**src/bbcj_defines.svh**
```systemverilog
`ifndef BBCJ_DEFINES_SVH
`define BBCJ_DEFINES_SVH

// Program counter and return stack geometry
`define PC_W 12
`define STACK_DEPTH 6
`define SP_W 3

// Opcode fields
`define SHORT_OP_W 3
`define BR_NZ 3'h0
`define BR_NC 3'h2
`define BR_Z 3'h4
`define BR_C 3'h6
`define NIB_CALL 4'h1
`define NIB_JUMP 4'h9
`define NIB_BIT_BRANCH 4'h3
`define NIB_BIT_OP 4'hb
`define SENSE_BIT 4

// Control opcodes
`define OP_NOP 8'h2d
`define OP_SUB_RETURN 8'hcd
`define OP_INT_RETURN 8'h4d
`define OP_STOP 8'h6d
`define OP_WAIT 8'hed

// Cycle counts per group
`define CYC_SHORT 3'h2
`define CYC_CTRL 3'h2
`define CYC_BIT_OP 3'h4
`define CYC_LONG 3'h4
`define CYC_BIT_BRANCH 3'h5
`define CNT_FIRST 3'h1
`define CNT_DATA 3'h2

// Byte lengths and displacement bases
`define LEN_1 12'h001
`define LEN_2 12'h002
`define LEN_3 12'h003
`define SHORT_BASE 12'h001
`define BIT_BRANCH_BASE 12'h002

`endif

```
**src/bbcj_pkg.sv**
```systemverilog
`include "bbcj_defines.svh"

package bbcj_pkg;

  typedef logic [`PC_W-1:0] pc_t;

  typedef enum logic [1:0] {
    S_IDLE = 2'h1,
    S_EXEC = 2'h2
  } state_e;

  typedef enum logic [3:0] {
    K_BR_CARRY,
    K_BR_ZERO,
    K_BR_BIT,
    K_BIT_OP,
    K_NOP,
    K_SUB_RETURN,
    K_INT_RETURN,
    K_STOP,
    K_WAIT,
    K_CALL,
    K_JUMP,
    K_ILLEGAL
  } kind_e;

  typedef struct packed {
    state_e state;
    kind_e kind;
    logic busy;
    logic [2:0] cnt;
    logic [2:0] last;
    logic [7:0] opcode;
    logic [7:0] op1;
    logic [7:0] op2;
    pc_t pc;
    logic bitval;
    pc_t pc_out;
    logic pc_load;
    logic zero;
    logic carry;
    logic flags_load;
    logic [7:0] mem_addr;
    logic mem_rd_req;
    logic mem_wr_req;
    logic [7:0] mem_wr_data;
    logic done;
    logic wait_req;
    logic stop_req;
    logic push;
    logic pop;
    pc_t push_data;
  } exec_s;

  typedef struct packed {
    logic [`STACK_DEPTH-1:0][`PC_W-1:0] slots;
    logic [`SP_W-1:0] sp;
    pc_t top;
  } stack_s;

endpackage : bbcj_pkg

```
**src/stack_if.sv**
```systemverilog
`timescale 1ns/1ps

interface stack_if;
  import bbcj_pkg::*;
  logic push;
  logic pop;
  pc_t wr_data;
  pc_t top;

  modport ctrl (output push, output pop, output wr_data, input top);
  modport mem (input push, input pop, input wr_data, output top);
endinterface : stack_if

```
**src/branch_bit_control_jump_exec.sv**
```systemverilog
`timescale 1ns/1ps
`include "bbcj_defines.svh"

// Summary of operation
// - Short displacement reaches -15 to +16
// - Bit branch displacement reaches -126 to +129
// - Tested bit goes to carry, zero kept
// - Three opcode bits pick the bit
// - Bit set: two bytes, four cycles
// - Bit clear: two bytes, four cycles
// - Any bit of any data byte
// - No-operation: one byte, two cycles
// - Return reloads saved address, flags kept
// - Interrupt return also restores both flags
// - Idle instruction requests wait state
// - Halt instruction: one byte, two cycles
// - Watchdog selected turns halt into wait
// - Call: 12-bit target, four cycles
// - Jump: 12-bit target, four cycles
// - Long targets cover whole program space
module branch_bit_control_jump_exec (
  // Clock and reset
  input wire logic mclk,
  input wire logic reset_n,
  // Instruction in
  input wire logic instr_valid,
  input wire logic [7:0] opcode,
  input wire logic [7:0] operand1,
  input wire logic [7:0] operand2,
  input wire bbcj_pkg::pc_t pc_in,
  // Flags in
  input wire logic zero_in,
  input wire logic carry_in,
  input wire logic saved_zero,
  input wire logic saved_carry,
  // Options
  input wire logic watchdog_sel,
  // Data space
  input wire logic [7:0] mem_rd_data,
  output logic [7:0] mem_addr,
  output logic mem_rd_req,
  output logic mem_wr_req,
  output logic [7:0] mem_wr_data,
  // Results
  output logic busy,
  output logic done,
  output bbcj_pkg::pc_t pc_out,
  output logic pc_load,
  output logic zero_out,
  output logic carry_out,
  output logic flags_load,
  // Low power requests
  output logic wait_req,
  output logic stop_req
);
  import bbcj_pkg::*;

  exec_s cur;
  exec_s nxt;
  stack_if stk ();

  function automatic kind_e decode_kind(input logic [7:0] op);
    decode_kind = K_ILLEGAL;
    if (op == `OP_NOP)
      decode_kind = K_NOP;
    else if (op == `OP_SUB_RETURN)
      decode_kind = K_SUB_RETURN;
    else if (op == `OP_INT_RETURN)
      decode_kind = K_INT_RETURN;
    else if (op == `OP_STOP)
      decode_kind = K_STOP;
    else if (op == `OP_WAIT)
      decode_kind = K_WAIT;
    else if (op[`SHORT_OP_W-1:0] == `BR_C || op[`SHORT_OP_W-1:0] == `BR_NC)
      decode_kind = K_BR_CARRY;
    else if (op[`SHORT_OP_W-1:0] == `BR_Z || op[`SHORT_OP_W-1:0] == `BR_NZ)
      decode_kind = K_BR_ZERO;
    else if (op[3:0] == `NIB_CALL)
      decode_kind = K_CALL;
    else if (op[3:0] == `NIB_JUMP)
      decode_kind = K_JUMP;
    else if (op[3:0] == `NIB_BIT_BRANCH)
      decode_kind = K_BR_BIT;
    else if (op[3:0] == `NIB_BIT_OP)
      decode_kind = K_BIT_OP;
  endfunction : decode_kind

  function automatic logic [2:0] cycles_of(input kind_e k);
    case (k)
      K_BR_CARRY, K_BR_ZERO: cycles_of = `CYC_SHORT;
      K_BR_BIT: cycles_of = `CYC_BIT_BRANCH;
      K_BIT_OP: cycles_of = `CYC_BIT_OP;
      K_CALL, K_JUMP: cycles_of = `CYC_LONG;
      default: cycles_of = `CYC_CTRL;
    endcase
  endfunction : cycles_of

  // Bit number sits reversed in the top three opcode bits
  function automatic logic [2:0] bit_sel(input logic [7:0] op);
    bit_sel = {op[5], op[6], op[7]};
  endfunction : bit_sel

  function automatic pc_t short_target(input pc_t pc, input logic [7:0] op);
    short_target = pc + `SHORT_BASE + {{(`PC_W - 5){op[7]}}, op[7:3]};
  endfunction : short_target

  function automatic pc_t bit_target(input pc_t pc, input logic [7:0] disp);
    bit_target = pc + `BIT_BRANCH_BASE + {{(`PC_W - 8){disp[7]}}, disp};
  endfunction : bit_target

  // Condition sense: opcode bit 2 set tests the flag for set, bit 2 clear tests it for clear
  function automatic logic short_taken(input logic [7:0] op, input logic z, input logic c);
    case (op[`SHORT_OP_W-1:0])
      `BR_C: short_taken = c;
      `BR_NC: short_taken = !c;
      `BR_Z: short_taken = z;
      default: short_taken = !z;
    endcase
  endfunction : short_taken

  always_comb
  begin
    nxt = cur;
    nxt.pc_load = 1'b0;
    nxt.flags_load = 1'b0;
    nxt.mem_rd_req = 1'b0;
    nxt.mem_wr_req = 1'b0;
    nxt.done = 1'b0;
    nxt.wait_req = 1'b0;
    nxt.stop_req = 1'b0;
    nxt.push = 1'b0;
    nxt.pop = 1'b0;
    case (cur.state)
      S_IDLE:
      begin
        if (instr_valid)
        begin
          nxt.state = S_EXEC;
          nxt.busy = 1'b1;
          nxt.kind = decode_kind(opcode);
          nxt.cnt = `CNT_FIRST;
          nxt.last = cycles_of(decode_kind(opcode));
          nxt.opcode = opcode;
          nxt.op1 = operand1;
          nxt.op2 = operand2;
          nxt.pc = pc_in;
          // Full 8-bit address reaches every data-space byte
          if (decode_kind(opcode) == K_BR_BIT || decode_kind(opcode) == K_BIT_OP)
          begin
            nxt.mem_addr = operand1;
            nxt.mem_rd_req = 1'b1;
          end
        end
      end
      S_EXEC:
      begin
        nxt.cnt = cur.cnt + 1'b1;
        // Read data arrive one cycle after the request
        if (cur.cnt == `CNT_DATA && (cur.kind == K_BR_BIT || cur.kind == K_BIT_OP))
        begin
          nxt.bitval = mem_rd_data[bit_sel(cur.opcode)];
          if (cur.kind == K_BIT_OP)
          begin
            nxt.mem_wr_req = 1'b1;
            nxt.mem_wr_data = mem_rd_data;
            nxt.mem_wr_data[bit_sel(cur.opcode)] = cur.opcode[`SENSE_BIT];
          end
        end
        if (cur.cnt == cur.last - 1'b1)
        begin
          nxt.state = S_IDLE;
          nxt.busy = 1'b0;
          nxt.done = 1'b1;
          nxt.pc_load = 1'b1;
          nxt.zero = zero_in;
          nxt.carry = carry_in;
          nxt.pc_out = cur.pc + `LEN_1;
          case (cur.kind)
            K_BR_CARRY, K_BR_ZERO:
            begin
              if (short_taken(cur.opcode, zero_in, carry_in))
                nxt.pc_out = short_target(cur.pc, cur.opcode);
            end
            K_BR_BIT:
            begin
              nxt.flags_load = 1'b1;
              nxt.carry = cur.bitval;
              nxt.pc_out = cur.pc + `LEN_3;
              if (cur.bitval == cur.opcode[`SENSE_BIT])
                nxt.pc_out = bit_target(cur.pc, cur.op2);
            end
            K_BIT_OP:
              nxt.pc_out = cur.pc + `LEN_2;
            K_CALL:
            begin
              nxt.push = 1'b1;
              nxt.push_data = cur.pc + `LEN_2;
              nxt.pc_out = {cur.opcode[7:4], cur.op1};
            end
            K_JUMP:
              nxt.pc_out = {cur.opcode[7:4], cur.op1};
            K_SUB_RETURN:
            begin
              nxt.pop = 1'b1;
              nxt.pc_out = stk.top;
            end
            K_INT_RETURN:
            begin
              nxt.pop = 1'b1;
              nxt.pc_out = stk.top;
              nxt.flags_load = 1'b1;
              nxt.zero = saved_zero;
              nxt.carry = saved_carry;
            end
            K_STOP:
            begin
              nxt.wait_req = watchdog_sel;
              nxt.stop_req = !watchdog_sel;
            end
            K_WAIT:
              nxt.wait_req = 1'b1;
            default:
              nxt.pc_out = cur.pc + `LEN_1;
          endcase
        end
      end
      default:
        nxt.state = S_IDLE;
    endcase
  end

  always_ff @(posedge mclk)
  begin
    if (!reset_n)
    begin
      cur <= '0;
      cur.state <= S_IDLE;
      cur.kind <= K_NOP;
    end
    else
      cur <= nxt;
  end

  assign stk.push = cur.push;
  assign stk.pop = cur.pop;
  assign stk.wr_data = cur.push_data;

  ret_stack u_ret_stack (
    .mclk(mclk),
    .reset_n(reset_n),
    .port(stk.mem)
  );

  assign mem_addr = cur.mem_addr;
  assign mem_rd_req = cur.mem_rd_req;
  assign mem_wr_req = cur.mem_wr_req;
  assign mem_wr_data = cur.mem_wr_data;
  assign busy = cur.busy;
  assign done = cur.done;
  assign pc_out = cur.pc_out;
  assign pc_load = cur.pc_load;
  assign zero_out = cur.zero;
  assign carry_out = cur.carry;
  assign flags_load = cur.flags_load;
  assign wait_req = cur.wait_req;
  assign stop_req = cur.stop_req;

  logic accept;
  assign accept = !cur.busy && instr_valid;
endmodule : branch_bit_control_jump_exec

```
**src/ret_stack.sv**
```systemverilog
`timescale 1ns/1ps
`include "bbcj_defines.svh"

// Circular return stack; overflow silently drops the oldest entry
module ret_stack (
  // Clock and reset
  input wire logic mclk,
  input wire logic reset_n,
  // Push and pop port
  stack_if.mem port
);
  import bbcj_pkg::*;

  stack_s cur;
  stack_s nxt;

  function automatic logic [`SP_W-1:0] sp_dec(input logic [`SP_W-1:0] sp);
    sp_dec = (sp == '0) ? `SP_W'(`STACK_DEPTH - 1) : sp - 1'b1;
  endfunction : sp_dec

  always_comb
  begin
    nxt = cur;
    if (port.push)
    begin
      nxt.slots[cur.sp] = port.wr_data;
      nxt.sp = (cur.sp == `SP_W'(`STACK_DEPTH - 1)) ? '0 : cur.sp + 1'b1;
      nxt.top = port.wr_data;
    end
    else if (port.pop)
    begin
      nxt.sp = sp_dec(cur.sp);
      nxt.top = cur.slots[sp_dec(sp_dec(cur.sp))];
    end
  end

  always_ff @(posedge mclk)
  begin
    if (!reset_n)
      cur <= '0;
    else
      cur <= nxt;
  end

  assign port.top = cur.top;

endmodule : ret_stack

```
**config.mk**
```make
export PLATFORM = sky130hd
export DESIGN_NAME = branch_bit_control_jump_exec
export DESIGN_NICKNAME = d
export VERILOG_FILES = /design/src/bbcj_pkg.sv /design/src/stack_if.sv /design/src/branch_bit_control_jump_exec.sv /design/src/ret_stack.sv
export VERILOG_INCLUDE_DIRS = /design/src
export SDC_FILE = /design/constraint.sdc
export NUM_CORES = 1
export LEC_CHECK = 0
export BUFFER_PORTS_ARGS = -buffer_cell sky130_fd_sc_hd__buf_4
export CAP_MARGIN = 5
export CORE_MARGIN = 3
export CORE_UTILIZATION = 30
export CTS_CLUSTER_SIZE = 30
export DETAILED_ROUTE_END_ITERATION = 16
export MAX_ROUTING_LAYER = met4
export PLACE_DENSITY = 0.46
export SYNTH_ARGS = -nofsm -noshare
export SYNTH_HDL_FRONTEND = slang
export SYNTH_SLANG_ARGS = --single-unit
```
**constraint.sdc**
```tcl
create_clock -name mclk -period 4.1 [get_ports mclk]
set_clock_uncertainty 0.1 [all_clocks]
set_input_delay 0.41 -clock mclk [delete_from_list [all_inputs] [get_ports mclk]]
set_output_delay 0.41 -clock mclk [all_outputs]
set_load 0.05 [all_outputs]
```
==> flow_summary.json <==
{
  "worstPathCellList": "ha_1, nand3_1, nor2_1, xor2_1, ha_1, a21o_1, a21oi_2, or4b_4, a41o_1, xnor2_1, a21oi_1, a21boi_1, o211a_1",
  "wl_um": 35720,
  "post-dp-hpwl_um": 25350,
  "area_growth_pct": 12.70,
  "wl_per_cell_um": 19.08,
  "cts_tree": "done",
  "powerDensity_mw_per_mm2": 334.0,
  "setup_ws_ns": 0.3120,
  "drt-vias-per-instance": 5.134,
  "design.core.area_mm2": 0.03497,
  "finalNonFillerCells": 1872,
  "place_ws_ns": 0.3930,
  "die_area_mm2": 0.03816,
  "irDropWorstVdd_v": 0.0003042,
  "max_stage_delay_ns": 0.50,
  "crit_required_ns": 4.34,
  "vias": 9610,
  "pwr-share-comb": 0.137,
  "cts_num_sinks": 187,
  "power.internal_uw": 2901,
  "layout_commonest_cell": "nand2_1",
  "power_leakage_uw": 0.004682,
  "grt_antenna_before_repair": 0,
  "cts-resized-gates": 0,
  "rsz0062_at_grt": "no",
  "yosysSeqAreaShare": 0.3481,
  "nets": 1492,
  "port_buffers": 89,
  "final_cell_mix": "nand2_1 (376), dfxtp_1 (187), buf_4 (117)",
  "die_h_um": 195.3,
  "crit_fanout": 7,
  "synthArstFlopShare": 0,
  "drt_iter0_drc": 685,
  "drc": 0,
  "fp.dieW_um": 195.3,
  "worst_setup_path_start_kind": "flop",
  "ys.flop_type": "dfxtp_1",
  "critical_path.slowest_cell": "or4b_4",
  "post_cts_buffers": 0,
  "multi_input_area_mm2": 0.006255,
  "synth.distinct_cells": 71,
  "row_count": 68,
  "place_inst": 1840,
  "fin_setup_tns_ns": 0,
  "hp-start": "watchdog_sel",
  "tightest_slew_ns": 0.9477,
  "crit_type": "reg -> reg",
  "grt_pass1_vias": 9128,
  "status": "completed",
  "seq_power_share": 0.471,
  "r2r_start": "cur[53]",
  "final_cell_area_mm2": 0.01212,
  "globalplace.congestion": 0.9715,
  "ios": 90,
  "htreeDepth": 4,
  "hold_path.class": "in -> reg",
  "critical_path.endpoint_type": "flop",
  "grt_first_pass_wirelength_um": 55440,
  "setup_viol": 0,
  "path_clk_slew_ns": 0.07,
  "postRouteAntennaNets": 0,
  "drv_cap": 0,
  "slew_headroom": 0.3602,
  "regArea_mm2": 0.003744,
  "synth_enable_flop_cells": 0,
  "power.net_switching_uw": 1148,
  "path_common_cell": "ha_1",
  "routed.top_layer": "met4",
  "period_share": 0.9239,
  "grt_max_degree": 76,
  "start_util": 0.3076,
  "grt_usage": 0.1918,
  "syn_nets": 1490,
  "yosysWarnings": 0,
  "avgSynthCellArea_um2": 7.671,
  "syn_inst": 1402,
  "hold_ws_ns": 0.05007,
  "clk_latency_ns": 0.45,
  "gr-total-overflow": 0,
  "placed_area_mm2": 0.01158,
  "hold_buffers": 0,
  "root_buffer": "clkbuf_16",
  "clock_power_share": 0.393,
  "cp-startpoint": "cur[53]",
  "synth-seq-cells": 187,
  "cts_buffer_depth": 2,
  "numCtsBuffers": 17,
  "wl_met3_um": 1867,
  "drive_gt1_frac": 0.1171,
  "syn_area_mm2": 0.01076,
  "fmax_ghz": 0.2640,
  "fin_crit_ns": 3.788,
  "final_max_slew_viol_count": 0,
  "nFillCells": 3685,
  "wl_met1_um": 18490,
  "finalHoldViolations": 0,
  "diodes": 0,
  "wl_met2_um": 14700,
  "worstPathArrival_ns": 4.03,
  "first_pass_iters": 5,
  "p_sw_frac": 0.2835
}
[critical path, delay by kind of cell (launching register included)]
family          cells  cell delay [ns]
fa+ha+maj           2             0.61
flops               1             0.45
simple gates        3             0.96
compound gates      6             1.16
xor+xnor            2             0.39
[synth_stat cells (all sizes together) (34+ instances only)]
master  count  area (µm²)
nor2b      36       225.2
a21oi      47       239.0
buf        54       357.9
nand3      53       265.3
nor2       54       215.2
ha         34       425.4
dfxtp     187        3744
o21ai      49       245.2
clkbuf     81       304.0
a21boi    116       870.8
nand2     376        1411
[worst paths after layout]
path / to / slack, ns / cells after the start
max reg2reg: pc_out[11] / 0.31 / 13
min: stop_req / 0.05 / 2
min reg2reg: u_ret_stack.cur[64] / 0.36 / 2
max: pc_out[11] / 0.31 / 13
[cells by family after synthesis]
logic type | share of synthesized area
compound gates | 0.2259
xor+xnor | 0.04234
fa+ha+maj | 0.04328
buf+inv | 0.07201
flops | 0.3481
mux | 0.02338
simple gates | 0.2450
[power by group through the flow]
stage	Clock [µW]	Combinational, µW	Sequential [µW]
final	1590	554	1900
after global routing	1710	611	1910
after CTS	1640	552	1900
after detailed placement	0	549	1950
after global placement	0	550	1950
after floorplan	0	377	1920
[area by class of cell]
class,instances,share of cell area
flip-flops and latches,187,0.3088
clock buffers,24,0.03974
clock inverters,8,0.005058
multi-input cells,1050,0.5160
inverters,30,0.009290
well taps,455,0.04697
repair buffers,118,0.07411
[state kept, by name, indices dropped and copies added, names as in the netlist]
signal / cells
zero_out: 1
pc_out: 12
mem_wr_data: 8
pc_load: 1
stop_req: 1
mem_addr: 8
mem_rd_req: 1
stk.wr_data: 12
u_ret_stack.port.top: 12
cur: 49
carry_out: 1
stk.pop: 1
busy: 1
u_ret_stack.cur: 75
wait_req: 1
mem_wr_req: 1
stk.push: 1
flags_load: 1
[routing by layer]
| metal | vias up | GRT usage |
|---|---|---|
| li1 | 4777 | - |
| met1 | 4520 | 0.2811 |
| met2 | 272 | 0.2693 |
| met3 | 41 | 0.03451 |
| met4 | 0 | 0.05228 |
| met5 | - | - |
[through the flow]
step | total power (µW) | util
after floorplan | 2292 | -
after global placement | 2496 | 0.3311
after detailed placement | 2496 | 0.3311
after CTS | 4099 | 0.3466
after global routing | 4233 | 0.3466
final | 4048 | 0.3466
(Power assumes the default switching activity.)
